--- config.mk ---
export PLATFORM = sky130hd
export DESIGN_NAME = core_end_flat
export DESIGN_NICKNAME = d
export VERILOG_FILES = /design/src/verilog/irq_pkg.sv /design/src/verilog/irq_bus_if.sv /design/src/verilog/core_end.sv /design/src/flat_wrapper.sv
export SDC_FILE = /design/constraint.sdc
export NUM_CORES = 1
export LEC_CHECK = 0
export ABC_AREA = 1
export ABC_CLOCK_PERIOD_IN_PS = 1600
export BUFFER_PORTS_ARGS = -buffer_cell sky130_fd_sc_hd__buf_2
export CAP_MARGIN = 20
export CORE_ASPECT_RATIO = 0.9
export CORE_MARGIN = 2
export CORE_UTILIZATION = 45
export DETAILED_ROUTE_END_ITERATION = 8
export HOLD_SLACK_MARGIN = 0.08
export PLACE_DENSITY_LB_ADDON = 0.12
export SLEW_MARGIN = 20
export SYNTH_ARGS = -nofsm -noshare
export SYNTH_HDL_FRONTEND = slang
export SYNTH_SLANG_ARGS = --single-unit
--- constraint.sdc ---
create_clock -name core_clk -period 1.6 [get_ports core_clk]
set_input_delay 0.32 -clock core_clk [delete_from_list [all_inputs] [get_ports core_clk]]
set_output_delay 0.32 -clock core_clk [all_outputs]
set_load 0.01 [all_outputs]
--- src/verilog/irq_pkg.sv ---
// Purpose: shared constants and types for the maskable interrupt request logic
// Assumes: one core_clk domain, synchronous active-low reset, 8 sources
// Notes:   control byte = {2'b0, sel, pol, pending, level[2:0]}
// How it works
// acknowledge read of zero returns number, level
// acknowledge clears the acknowledged pending flag
// program read of zero also clears highest
// source, polarity or timing change may set pending
// software clears pending after changing a source
// mask by global flag or level field first
// filtered source: wait three samples before clearing
// each procedure step is its own write
// rewrite control only while interrupt cannot request
// plain store may lose a coinciding request
// clear pending only with a plain move write
// wait for write completion before re-enabling interrupts
// pending holds until acknowledge, clear or read
package irq_pkg;
	localparam int          num_src      = 8;
	localparam int          chan_w       = 3;
	typedef logic [7:0]  byte_t;
	typedef logic [15:0] addr_t;

	localparam addr_t vector_addr                     = 16'h0000;
	localparam addr_t ctrl_base_addr                  = 16'h0050;
	localparam addr_t timer_j0_interrupt_control_addr = 16'h0056;

	localparam int    lvl_lsb   = 0;
	localparam int    pend_bit  = 3;
	localparam int    pol_bit   = 4;
	localparam int    sel_bit   = 5;
	localparam byte_t lvl_mask  = 8'h07;
	localparam byte_t pend_mask = 8'h08;
	localparam byte_t src_mask  = 8'h30;
	localparam byte_t used_mask = 8'h3f;
	localparam byte_t ctrl_reset = 8'h00;

	localparam int vec_found_bit = 7;
	localparam int vec_num_lsb   = 3;

	localparam logic [2:0] cpu_ipl = 3'h0;

	localparam logic [7:0] settle_cycles      = 8'h02;
	localparam logic [7:0] filter_periods     = 8'h03;
	localparam logic [7:0] filt_sample_cycles = 8'h04;
	localparam logic [7:0] filt_wait_cycles   = 8'(filter_periods * filt_sample_cycles);

	typedef enum logic [1:0] {kind_read, kind_ack, kind_move, kind_rmw} bus_kind_e;
	typedef enum logic [2:0] {op_read, op_write, op_set_bits, op_clear_flag, op_change_src} host_op_e;
endpackage

--- src/verilog/irq_bus_if.sv ---
// Purpose: link between interrupt controller and cpu core
// Assumes: single request per cycle, read data one cycle later
// Notes:   no stall; every request is taken
`timescale 1ns/1ps
interface irq_bus_if (
	input wire logic core_clk,
	input wire logic reset_n
);
	import irq_pkg::*;
	logic              req;
	bus_kind_e         kind;
	addr_t             addr;
	byte_t             wdata;
	byte_t             wmask;
	logic              rvalid;
	byte_t             rdata;
	logic              irq_req;
	logic [2:0]        irq_level;

	modport ctrl (input core_clk, reset_n, req, kind, addr, wdata, wmask,
		output rvalid, rdata, irq_req, irq_level);
	modport core (input core_clk, reset_n, rvalid, rdata, irq_req, irq_level,
		output req, kind, addr, wdata, wmask);
endinterface

--- src/verilog/core_end.sv ---
// Purpose: cpu core side: acknowledge cycles and safe control rewrite sequences
// Assumes: controller answers reads one cycle after the request
// Notes:   commands win over acknowledge when both are due in idle
`timescale 1ns/1ps
module core_end (
	// link to interrupt controller
	irq_bus_if.core                 bus,
	// software command port
	input  wire logic               cmd_valid,
	input  irq_pkg::host_op_e       cmd_op,
	input  wire logic [2:0]         cmd_chan,
	input  irq_pkg::byte_t          cmd_data,
	input  irq_pkg::byte_t          cmd_mask,
	input  wire logic               cmd_global,
	input  wire logic               cmd_filter,
	output logic                    cmd_ready,
	output logic                    cmd_done,
	output irq_pkg::byte_t          rd_data,
	// global enable wish and state
	input  wire logic               int_enable,
	output logic                    i_flag,
	output logic                    periph_disable,
	// acknowledged interrupt
	output logic                    ack_valid,
	output logic [2:0]              ack_number,
	output logic [2:0]              ack_level
);
	import irq_pkg::*;

	typedef enum {st_idle, st_ack_wait, st_rd_wait, st_mask_wait, st_src_wr, st_filt,
		st_clr_rd, st_clr_wait, st_lvl_wr, st_wr, st_settle} state_e;

	state_e     state_reg, state_next;
	host_op_e   op_reg, op_next;
	addr_t      caddr_reg, caddr_next;
	byte_t      data_reg, data_next;
	byte_t      mask_reg, mask_next;
	logic       global_reg, global_next;
	logic       filter_reg, filter_next;
	logic [2:0] lvl_reg, lvl_next;
	logic [7:0] cnt_reg, cnt_next;
	logic       i_reg, i_next;
	logic       periph_reg, periph_next;
	logic       req_reg, req_next;
	bus_kind_e  kind_reg, kind_next;
	addr_t      addr_reg, addr_next;
	byte_t      wdata_reg, wdata_next;
	byte_t      wmask_reg, wmask_next;
	logic       ready_reg, ready_next;
	logic       done_reg, done_next;
	byte_t      rd_reg, rd_next;
	logic       ackv_reg, ackv_next;
	logic [2:0] ackn_reg, ackn_next;
	logic [2:0] ackl_reg, ackl_next;

	wire addr_t cmd_addr = ctrl_base_addr + addr_t'(cmd_chan);
	wire        ack_due  = i_reg && bus.irq_req && bus.irq_level > cpu_ipl;
	wire        filt_end = cnt_reg == 8'h01;

	always_comb begin
		state_next  = state_reg;
		op_next     = op_reg;
		caddr_next  = caddr_reg;
		data_next   = data_reg;
		mask_next   = mask_reg;
		global_next = global_reg;
		filter_next = filter_reg;
		lvl_next    = lvl_reg;
		cnt_next    = cnt_reg;
		i_next      = i_reg;
		periph_next = periph_reg;
		req_next    = 1'b0;
		kind_next   = kind_reg;
		addr_next   = addr_reg;
		wdata_next  = wdata_reg;
		wmask_next  = wmask_reg;
		done_next   = 1'b0;
		rd_next     = rd_reg;
		ackv_next   = 1'b0;
		ackn_next   = ackn_reg;
		ackl_next   = ackl_reg;
		unique case (state_reg)
			st_idle: begin
				i_next = int_enable;
				if (cmd_valid && ready_reg) begin
					op_next     = cmd_op;
					caddr_next  = cmd_addr;
					data_next   = cmd_data;
					mask_next   = cmd_mask;
					global_next = cmd_global;
					filter_next = cmd_filter;
					unique case (cmd_op)
						op_read: begin
							// reads only target control bytes, never address zero
							req_next   = 1'b1;
							kind_next  = kind_read;
							addr_next  = cmd_addr;
							state_next = st_rd_wait;
						end
						op_write, op_set_bits: begin
							i_next     = 1'b0;
							state_next = st_wr;
						end
						op_clear_flag: begin
							i_next     = 1'b0;
							state_next = st_clr_rd;
						end
						op_change_src: begin
							periph_next = 1'b1;
							if (cmd_global) begin
								i_next     = 1'b0;
								state_next = st_src_wr;
							end else begin
								req_next   = 1'b1;
								kind_next  = kind_read;
								addr_next  = cmd_addr;
								state_next = st_mask_wait;
							end
						end
					endcase
				end else if (ack_due) begin
					req_next   = 1'b1;
					kind_next  = kind_ack;
					addr_next  = vector_addr;
					state_next = st_ack_wait;
				end
			end
			st_ack_wait: begin
				if (bus.rvalid) begin
					ackv_next  = bus.rdata[vec_found_bit];
					ackn_next  = bus.rdata[vec_num_lsb +: 3];
					ackl_next  = bus.rdata[lvl_lsb +: 3];
					state_next = st_idle;
				end
			end
			st_rd_wait: begin
				if (bus.rvalid) begin
					rd_next    = bus.rdata;
					done_next  = 1'b1;
					state_next = st_idle;
				end
			end
			st_mask_wait: begin
				// level field to zero masks this source alone
				if (bus.rvalid) begin
					lvl_next   = bus.rdata[lvl_lsb +: 3];
					req_next   = 1'b1;
					kind_next  = kind_rmw;
					addr_next  = caddr_reg;
					wdata_next = 8'h00;
					wmask_next = lvl_mask;
					state_next = st_src_wr;
				end
			end
			st_src_wr: begin
				req_next   = 1'b1;
				kind_next  = kind_rmw;
				addr_next  = caddr_reg;
				wdata_next = data_reg & src_mask;
				wmask_next = src_mask;
				cnt_next   = filt_wait_cycles;
				state_next = filter_reg ? st_filt : st_clr_rd;
			end
			st_filt: begin
				// filter needs three sample periods before the flag settles
				cnt_next = cnt_reg - 8'h01;
				if (filt_end) begin
					state_next = st_clr_rd;
				end
			end
			st_clr_rd: begin
				req_next   = 1'b1;
				kind_next  = kind_read;
				addr_next  = caddr_reg;
				state_next = st_clr_wait;
			end
			st_clr_wait: begin
				if (bus.rvalid) begin
					req_next   = 1'b1;
					kind_next  = kind_move;
					addr_next  = caddr_reg;
					wdata_next = bus.rdata & ~pend_mask;
					wmask_next = 8'hff;
					cnt_next   = settle_cycles;
					state_next = (op_reg == op_change_src && !global_reg) ? st_lvl_wr : st_settle;
				end
			end
			st_lvl_wr: begin
				req_next   = 1'b1;
				kind_next  = kind_rmw;
				addr_next  = caddr_reg;
				wdata_next = {5'h00, lvl_reg};
				wmask_next = lvl_mask;
				cnt_next   = settle_cycles;
				state_next = st_settle;
			end
			st_wr: begin
				req_next   = 1'b1;
				kind_next  = (op_reg == op_write) ? kind_move : kind_rmw;
				addr_next  = caddr_reg;
				wdata_next = data_reg;
				wmask_next = (op_reg == op_write) ? 8'hff : mask_reg;
				cnt_next   = settle_cycles;
				state_next = st_settle;
			end
			st_settle: begin
				// keep interrupts off until the last write has landed
				cnt_next = cnt_reg - 8'h01;
				if (cnt_reg == 8'h01) begin
					periph_next = 1'b0;
					done_next   = 1'b1;
					state_next  = st_idle;
				end
			end
		endcase
		ready_next = state_next == st_idle;
	end

	always_ff @(posedge bus.core_clk) begin
		if (!bus.reset_n) begin
			state_reg  <= st_idle;
			op_reg     <= op_read;
			caddr_reg  <= ctrl_base_addr;
			data_reg   <= 8'h00;
			mask_reg   <= 8'h00;
			global_reg <= 1'b0;
			filter_reg <= 1'b0;
			lvl_reg    <= 3'h0;
			cnt_reg    <= 8'h00;
			i_reg      <= 1'b0;
			periph_reg <= 1'b0;
		end else begin
			state_reg  <= state_next;
			op_reg     <= op_next;
			caddr_reg  <= caddr_next;
			data_reg   <= data_next;
			mask_reg   <= mask_next;
			global_reg <= global_next;
			filter_reg <= filter_next;
			lvl_reg    <= lvl_next;
			cnt_reg    <= cnt_next;
			i_reg      <= i_next;
			periph_reg <= periph_next;
		end
	end

	always_ff @(posedge bus.core_clk) begin
		if (!bus.reset_n) begin
			req_reg   <= 1'b0;
			kind_reg  <= kind_read;
			addr_reg  <= 16'h0000;
			wdata_reg <= 8'h00;
			wmask_reg <= 8'h00;
			ready_reg <= 1'b0;
			done_reg  <= 1'b0;
			rd_reg    <= 8'h00;
			ackv_reg  <= 1'b0;
			ackn_reg  <= 3'h0;
			ackl_reg  <= 3'h0;
		end else begin
			req_reg   <= req_next;
			kind_reg  <= kind_next;
			addr_reg  <= addr_next;
			wdata_reg <= wdata_next;
			wmask_reg <= wmask_next;
			ready_reg <= ready_next;
			done_reg  <= done_next;
			rd_reg    <= rd_next;
			ackv_reg  <= ackv_next;
			ackn_reg  <= ackn_next;
			ackl_reg  <= ackl_next;
		end
	end

	assign bus.req        = req_reg;
	assign bus.kind       = kind_reg;
	assign bus.addr       = addr_reg;
	assign bus.wdata      = wdata_reg;
	assign bus.wmask      = wmask_reg;
	assign cmd_ready      = ready_reg;
	assign cmd_done       = done_reg;
	assign rd_data        = rd_reg;
	assign i_flag         = i_reg;
	assign periph_disable = periph_reg;
	assign ack_valid      = ackv_reg;
	assign ack_number     = ackn_reg;
	assign ack_level      = ackl_reg;
endmodule

--- src/flat_wrapper.sv ---
// flat-port wrapper written by rule: the top's interface ports become plain ports
module core_end_flat import irq_pkg::*;
  (cmd_valid, cmd_op, cmd_chan, cmd_data, cmd_mask, cmd_global, cmd_filter, cmd_ready, cmd_done, rd_data, int_enable, i_flag, periph_disable, ack_valid, ack_number, ack_level, core_clk, reset_n, bus_rvalid, bus_rdata, bus_irq_req, bus_irq_level, bus_req, bus_kind, bus_addr, bus_wdata, bus_wmask);
  irq_bus_if bus_i (.core_clk(core_clk), .reset_n(reset_n));
  input  wire logic cmd_valid;
  input  irq_pkg::host_op_e cmd_op;
  input  wire logic [2:0] cmd_chan;
  input  irq_pkg::byte_t cmd_data;
  input  irq_pkg::byte_t cmd_mask;
  input  wire logic cmd_global;
  input  wire logic cmd_filter;
  output logic cmd_ready;
  output logic cmd_done;
  output irq_pkg::byte_t rd_data;
  input  wire logic int_enable;
  output logic i_flag;
  output logic periph_disable;
  output logic ack_valid;
  output logic [2:0] ack_number;
  output logic [2:0] ack_level;
  input wire logic core_clk;
  input wire logic reset_n;
  input wire logic [$bits(bus_i.rvalid)-1:0] bus_rvalid;
  input wire logic [$bits(bus_i.rdata)-1:0] bus_rdata;
  input wire logic [$bits(bus_i.irq_req)-1:0] bus_irq_req;
  input wire logic [$bits(bus_i.irq_level)-1:0] bus_irq_level;
  output wire logic [$bits(bus_i.req)-1:0] bus_req;
  output wire logic [$bits(bus_i.kind)-1:0] bus_kind;
  output wire logic [$bits(bus_i.addr)-1:0] bus_addr;
  output wire logic [$bits(bus_i.wdata)-1:0] bus_wdata;
  output wire logic [$bits(bus_i.wmask)-1:0] bus_wmask;
  assign bus_i.rvalid = bus_rvalid;
  assign bus_i.rdata = bus_rdata;
  assign bus_i.irq_req = bus_irq_req;
  assign bus_i.irq_level = bus_irq_level;
  assign bus_req = bus_i.req;
  assign bus_kind = bus_i.kind;
  assign bus_addr = bus_i.addr;
  assign bus_wdata = bus_i.wdata;
  assign bus_wmask = bus_i.wmask;
  core_end u_core (.bus(bus_i), .cmd_valid(cmd_valid), .cmd_op(cmd_op), .cmd_chan(cmd_chan), .cmd_data(cmd_data), .cmd_mask(cmd_mask), .cmd_global(cmd_global), .cmd_filter(cmd_filter), .cmd_ready(cmd_ready), .cmd_done(cmd_done), .rd_data(rd_data), .int_enable(int_enable), .i_flag(i_flag), .periph_disable(periph_disable), .ack_valid(ack_valid), .ack_number(ack_number), .ack_level(ack_level));
endmodule
**Word-level counts from Yosys, hierarchy flattened**

Index checks and enable logic that the tools add are counted.

- Flip-flop bits (word level): 134
- Input bits: 41
- Output and inout bits: 54
- Logic and storage cells: 132

- Add/subtract/negate cells: 2
- Order comparisons: 1
- Equal/unequal tests: 26
- Muxes and demuxes: 50
- Reduce and logical (&&, ||, !) cells: 31

Operator list:

| operator | number |
|---|---|
| one-hot mux 32 bit (9 select lines) | 1 |
| 2-to-1 mux 32 bit | 7 |
| equality test 32 x 3 -> 1 bit, second input constant | 4 |
| one-hot mux 32 bit (4 select lines) | 1 |
| equality test 32 x 4 -> 1 bit, second input constant | 3 |
| one-hot mux 8 bit (5 select lines) | 2 |
| equality test 32 x 2 -> 1 bit, second input constant | 2 |
| logical NOT 32 bit | 2 |
| 2-to-1 mux 16 bit | 4 |
| 2-to-1 mux 8 bit | 6 |
| one-hot mux 16 bit (3 select lines) | 1 |
| equality test 32 x 1 -> 1 bit, second input constant | 1 |
| one-hot mux 16 bit (2 select lines) | 1 |
| one-hot mux 8 bit (4 select lines) | 1 |
| 2-to-1 mux 2 bit | 7 |
| one-hot mux 2 bit (6 select lines) | 1 |
| OR reduction 2 bit | 6 |
| 2-to-1 mux 1 bit | 11 |
| AND reduction 2 bit | 5 |
| adder 7 x 3 -> 8 bit, first input constant | 1 |
| equality test 8 x 1 -> 1 bit, second input constant | 1 |
| inequality test 4 bit, second input constant | 2 |
| one-hot mux 1 bit (2 select lines) | 4 |
| subtractor 8 x 1 -> 8 bit, second input constant | 1 |
| 24 further kinds | 35 |

**Logic depth before layout (Yosys ltp)**

- Depth after elaboration: 6
- Mapped depth: 17
- Gate-level depth less buffers: 16

**Worst setup path after synthesis**

Ideal clock, no wire load.

- Path type: reg-to-reg
- Start point: register u_core.state_reg[15]
- End point: register u_core.ready_reg (netlist: u_core.cmd_ready)
- Library setup time: 0.110 ns
- Arrival time: 1.633 ns
- Setup slack: -0.143 ns
- Stages on the path, launching flop included: 16
- Buffers on the path: 1
- Cell sequence: dfxtp_1 > nor2_1 > nand2_2 > nor2_8 > nand2_1 > nor2_2 > buf_2 > nand2_1 > nand2_1 > nor2_1 > nand3_1 > nor2_1 > nand2_1 > nor2_1 > nand3_1 > nor2_1

- Word-level cells in the longest chain between the ends: 4

RTL lines:

| what | line | source |
|---|---|---|
| start, declared | core_end.sv:33 | `state_e state_reg, state_next;` |
| start signal, assigned | core_end.sv:221 | `state_reg <= st_idle;` |
| start signal, assigned | core_end.sv:233 | `state_reg <= state_next;` |
| equality test 32 x 4 -> 1 bit (tied with other cells) | core_end.sv:82 | `unique case (state_reg)` |
| OR reduction 2 bit (no source line) / 2-to-1 mux 32 bit (equally long branches) | -- |  |
| one-hot mux 32 bit (9 select lines) * | core_end.sv:82 |  |
| logical NOT 32 bit * | core_end.sv:216 | `ready_next = state_next == st_idle;` |
| end signal, assigned | core_end.sv:266 | `ready_reg <= ready_next;` |
| end, declared | core_end.sv:49 | `logic ready_reg, ready_next;` |

Every way passes the cells marked *; elsewhere a longest branch is shown, timed or not.
A chain may end at the register's enable or synchronous reset.

**Worst setup path after layout**

- Start point: register u_core.state_reg[11]
- End point: register u_core.wmask_reg[1] (netlist: u_core.bus.wmask[1])

- Word-level cells in the longest chain between the ends: 3

RTL lines:

| what | line | source |
|---|---|---|
| equality test 32 x 3 -> 1 bit (tied with other cells) | core_end.sv:82 |  |
| nonzero test 5 bit (no source line) / inequality test 2 bit (equally long branches) | -- |  |
| AND reduction 3 bit (no source line) | -- |  |
| end signal, assigned | core_end.sv:265 | `wmask_reg <= wmask_next;` |
| end, declared | core_end.sv:48 | `byte_t wmask_reg, wmask_next;` |

Parallel ways exist; a longest one is shown, timed or not.

==> results_tabular.tex <==
\begin{tabular}{lr}
\hline
Metric & Value \\
\hline
\multicolumn{2}{l}{\textbf{Route}} \\
\quad Detailed-route DRC error count & 0 \\
\quad Total via count after detailed routing & 6038 \\
\quad Router iterations before antenna repair & 5 \\
\quad DRT iter0 DRCs & around 420 \\
\quad Routed len/inst & between 15 and 20 um \\
\quad Count of nets left with antenna violations after detail routing & 0 \\
\quad WL final & roughly 19000 um \\
\quad Vias per cell & 5.40 \\
\multicolumn{2}{l}{\textbf{Finish}} \\
\quad Layout cells sized above 1 & 52.9\% \\
\quad Largest register FFs & 32 \\
\quad Final nets & 1005 \\
\quad Final standard cell area without fillers & 8420 um2 \\
\quad Leading cell types in the layout, fill and taps excluded & 137 x sky130\_fd\_sc\_hd\_\_buf\_4, 98 x sky130\_fd\_sc\_hd\_\_nor2\_1, 84 x sky130\_fd\_sc\_hd\_\_buf\_2, 80 x sky130\_fd\_sc\_hd\_\_dfxtp\_1, 66 x sky130\_fd\_sc\_hd\_\_nand2\_1 \\
\quad Number of antenna diodes & 0 \\
\quad Area added between synthesis and finish & 64.4\% \\
\quad End-of-flow core utilization & 76.9\% \\
\quad Most frequent standard cell in the layout excluding fill and tap cells & sky130\_fd\_sc\_hd\_\_buf\_4 \\
\multicolumn{2}{l}{\textbf{Outcome}} \\
\quad Result of the run & complete, but fails checks \\
\quad Failing checks & setup timing \\
\multicolumn{2}{l}{\textbf{Pwr}} \\
\quad Switching share of power & between 30\% and 40\% \\
\quad Sequential fraction of design power & between 20\% and 30\% \\
\quad Logic pwr share & 56.4\% \\
\quad Static power due to leakage & 3.93 nW \\
\quad Share of total power in the clock network & around 17\% \\
\quad Cell-internal power & 7.84 mW \\
\quad Worst supply voltage drop on vdd & 0.000815 V \\
\quad Pwr/cell area & roughly 1600 nW/um2 \\
\quad Net load switching power & around 5.2 mW \\
\multicolumn{2}{l}{\textbf{Timing}} \\
\quad FMAX & 485 MHz \\
\quad RSZ-0062 raised after global routing & yes \\
\quad Clock skew after layout & 6.74 ps \\
\quad Worst setup slack after layout & -464 ps \\
\quad Crit share post-route & 129\% \\
\quad Final count of hold timing violations & 0 \\
\quad Post-layout minimum cycle time & $\sim$2100 ps \\
\quad Final Slew Violations & 0 \\
\quad Final number of setup-violating endpoints & 107 \\
\multicolumn{2}{l}{\textbf{Flow run}} \\
\quad Count of max-cap constraint violations & 0 \\
\multicolumn{2}{l}{\textbf{Critical path}} \\
\quad Reg-to-reg slack, setup & -460 ps \\
\quad Largest fanout on the critical path & 8 \\
\quad Crit end category & register \\
\quad Class of the most critical setup path & register to register \\
\quad Worst Path Required & roughly 1900 ps \\
\quad Max stage delay cell, worst path & sky130\_fd\_sc\_hd\_\_dfxtp\_2 \\
\quad Type of origin of the critical path & register \\
\quad Crit path largest cell delay & approximately 330 ps \\
\quad Logic depth of the worst register-to-register path & 12 \\
\quad Arr. time, crit path & approximately 2300 ps \\
\quad Critical R2R Capture & u\_core.bus.wmask[1] \\
\quad Critical register-to-register path startpoint & u\_core.state\_reg[11] \\
\quad Worst path cell trace & nor2\_2 > nand2\_2 > nor2\_8 > buf\_4 > nand3\_4 > nor2\_4 > nor2\_4 > nand2\_2 > and2\_4 > buf\_12 > o21ai\_0 > a21oi\_1 \\
\multicolumn{2}{l}{\textbf{CTS}} \\
\quad TritonCTS clock tree & done \\
\quad CTS Buf Count & 9 \\
\quad Clock latency at the later pin of the worst-skew pair & between 300 and 400 ps \\
\quad CTS root buf & sky130\_fd\_sc\_hd\_\_clkbuf\_16 \\
\quad Clock tree buffer depth & 2 \\
\quad Clock-pin transition on the worst setup and hold timing paths & 80 ps \\
\quad Count of hold-fix buffers inserted at cts & 0 \\
\quad Total number of clock tree sinks & around 110 \\
\quad Number of levels the H-tree was split into & 3 \\
\multicolumn{2}{l}{\textbf{Min path}} \\
\quad Min-delay src & cmd\_mask[1] \\
\quad WHS Endpoint & u\_core.mask\_reg[1] \\
\quad Number of cells on the worst hold path & 3 \\
\quad Hold Crit Class & input pin to register \\
\multicolumn{2}{l}{\textbf{Global route}} \\
\quad Initial antenna violation count & 0 \\
\quad Total global routing overflow & 0 \\
\quad Global-route total usage across every layer & 26.9\% \\
\quad Pin count of the biggest net entering global routing & 61 \\
\quad Number of global-route vias before repair & 5324 \\
\quad Wire length of the first global-routing pass & 26000 um \\
\multicolumn{2}{l}{\textbf{Synth}} \\
\quad Number of distinct library cells after synthesis & 43 \\
\quad Sequential fraction of the synthesis area & 42.6\% \\
\quad Total standard cell area after synthesis & 5120 um2 \\
\quad Fraction of post-synthesis cell area in the top cell type by area & 42.6\% \\
\quad Flip-flop cell with the highest count after synthesis & sky130\_fd\_sc\_hd\_\_dfxtp\_1 \\
\quad Post-synth EDFFs & 0 \\
\quad Flops \& latches, synth & between 100 and 150 \\
\quad Fraction of registers with async set or reset after synthesis & 0\% \\
\quad Top cells by area in the synthesized netlist & sky130\_fd\_sc\_hd\_\_dfxtp\_1 43\%, sky130\_fd\_sc\_hd\_\_nor2\_1 11\%, sky130\_fd\_sc\_hd\_\_o21ai\_0 7.5\% \\
\quad Post-Synthesis Cells & 711 \\
\quad Yosys top cell by area & sky130\_fd\_sc\_hd\_\_dfxtp\_1 \\
\quad Avg Inst Size Synth & 7.20 um2 \\
\quad Warnings, synthesis & 0 \\
\multicolumn{2}{l}{\textbf{Placement}} \\
\quad Routability cong. & 0.891 \\
\quad Post-detail-place hpwl & 11200 um \\
\quad Cell Area, Placed & 6630 um2 \\
\quad Number of buffers added on ports & 83 \\
\multicolumn{2}{l}{\textbf{Floorplan}} \\
\quad Count of standard-cell rows & 36 \\
\quad Overall die height & 105 um \\
\quad Placeable core region & 10900 um2 \\
\quad Die W & 116 um \\
\quad Die outline area & between 10000 and 15000 um2 \\
\quad Top-level port count & 95 \\
\quad Starting Density & a little under half \\
\hline
\end{tabular}
how the worst max path moves through the flow:
stage	endpoint	cells after the start	from
6_report	u_core.bus.wmask[1]	12	u_core.state_reg[11]
5_1_grt	u_core.bus.wmask[1]	12	u_core.state_reg[28]
3_3_place_gp	u_core.cnt_reg[6]	11	u_core.state_reg[17]
3_5_place_dp	u_core.cnt_reg[6]	11	u_core.state_reg[17]
2_1_floorplan	u_core.bus.wdata[3]	13	u_core.state_reg[9]
4_1_cts	u_core.bus.wmask[5]	12	u_core.state_reg[12]
critical path, delay by kind of cell, from the launching register on:
family	cells	cell delay, ps
simple gates	8	1060
flops	1	330
compound gates	2	310
buf+inv	2	300
cell type report:
cell class,instances,area (um2)
Clock buffer,10,239
Sequential cell,109,2220
Clock inverter,6,61.3
Inverter,65,268
Multi-Input combinational cell,507,3240
Timing Repair Buffer,270,2190
Tap cell,152,190
Fill cell,721,2530
routing by layer:
layer / up-vias / track usage, % / part of all wire [%]
li1: 2841 / - / -
met1: 2854 / 36.6 / 42
met2: 287 / 43.3 / 49
met3: 56 / 4.70 / 6.3
met4: 0 / 8.33 / 3.2
met5: - / 0 / 0
synth_stat cells (3+ instances only):
| master | count |
|---|---|
| sky130_fd_sc_hd__o21ai_0 | 77 |
| sky130_fd_sc_hd__buf_2 | 4 |
| sky130_fd_sc_hd__inv_1 | 62 |
| sky130_fd_sc_hd__nor3b_1 | 15 |
| sky130_fd_sc_hd__a211oi_2 | 3 |
| sky130_fd_sc_hd__nor2_4 | 3 |
| sky130_fd_sc_hd__nand3_1 | 22 |
| sky130_fd_sc_hd__a21oi_1 | 38 |
| sky130_fd_sc_hd__a211oi_1 | 5 |
| sky130_fd_sc_hd__nand4_1 | 3 |
| sky130_fd_sc_hd__buf_4 | 12 |
| sky130_fd_sc_hd__nor3_1 | 23 |
| sky130_fd_sc_hd__buf_6 | 5 |
| sky130_fd_sc_hd__nor2_2 | 4 |
| sky130_fd_sc_hd__clkbuf_1 | 20 |
| sky130_fd_sc_hd__dfxtp_1 | 109 |
| sky130_fd_sc_hd__nor2_1 | 148 |
| sky130_fd_sc_hd__or2_2 | 5 |
| sky130_fd_sc_hd__a31oi_1 | 8 |
| sky130_fd_sc_hd__nand2_2 | 6 |
| sky130_fd_sc_hd__o22ai_1 | 4 |
| sky130_fd_sc_hd__o21ai_1 | 7 |
| sky130_fd_sc_hd__nand2_1 | 92 |
| sky130_fd_sc_hd__o211ai_1 | 12 |
cells by family (layout without fill, tap and decap cells):
logic type | after synthesis | in the layout | share of synthesized area (%)
buffers and inverters | 106 | 351 | 9.48
xor gates and xnor gates | 2 | 2 | 0.342
other | 1 | 11 | 0.0733
and+or+nand+nor | 326 | 327 | 28.2
adders and majority gates | 2 | 2 | 0.489
DFF | 109 | 109 | 42.6
AOI/OAI and AO/OA | 165 | 165 | 18.8
through the flow:
step | power (mW) | cells | hold WS, ps | setup WS (ps) | TNS [ps]
2_1_floorplan | 6.19 | 721 | 419 | -112 | -3490
3_3_place_gp | 8.12 | 1047 | 431 | -394 | -26140
3_5_place_dp | 8.19 | 1047 | 444 | -454 | -28060
4_1_cts | 11.4 | 1083 | 178 | -348 | -26940
5_1_grt | 13.7 | 1119 | 186 | -578 | -41210
6_report | 13.1 | 1119 | 181 | -464 | -32170
power by group through the flow:
stage	logic, mW	clock network (mW)	registers (mW)
finish	7.37	2.26	3.43
CTS	5.69	2.29	3.40
global route	7.84	2.39	3.47
detailed placement	4.75	0	3.44
floorplan	2.71	0	3.48
global placement	4.69	0	3.43
timing repair:
item                       4_1_cts  5_1_grt
cloned                           5        8
setup endpoints to repair      106      107
hold endpoints to repair         0        0
pin swaps                       18       54
gates resized for setup         78      226
setup buffers                   15       30
Power figures use the tool's default switching activity.
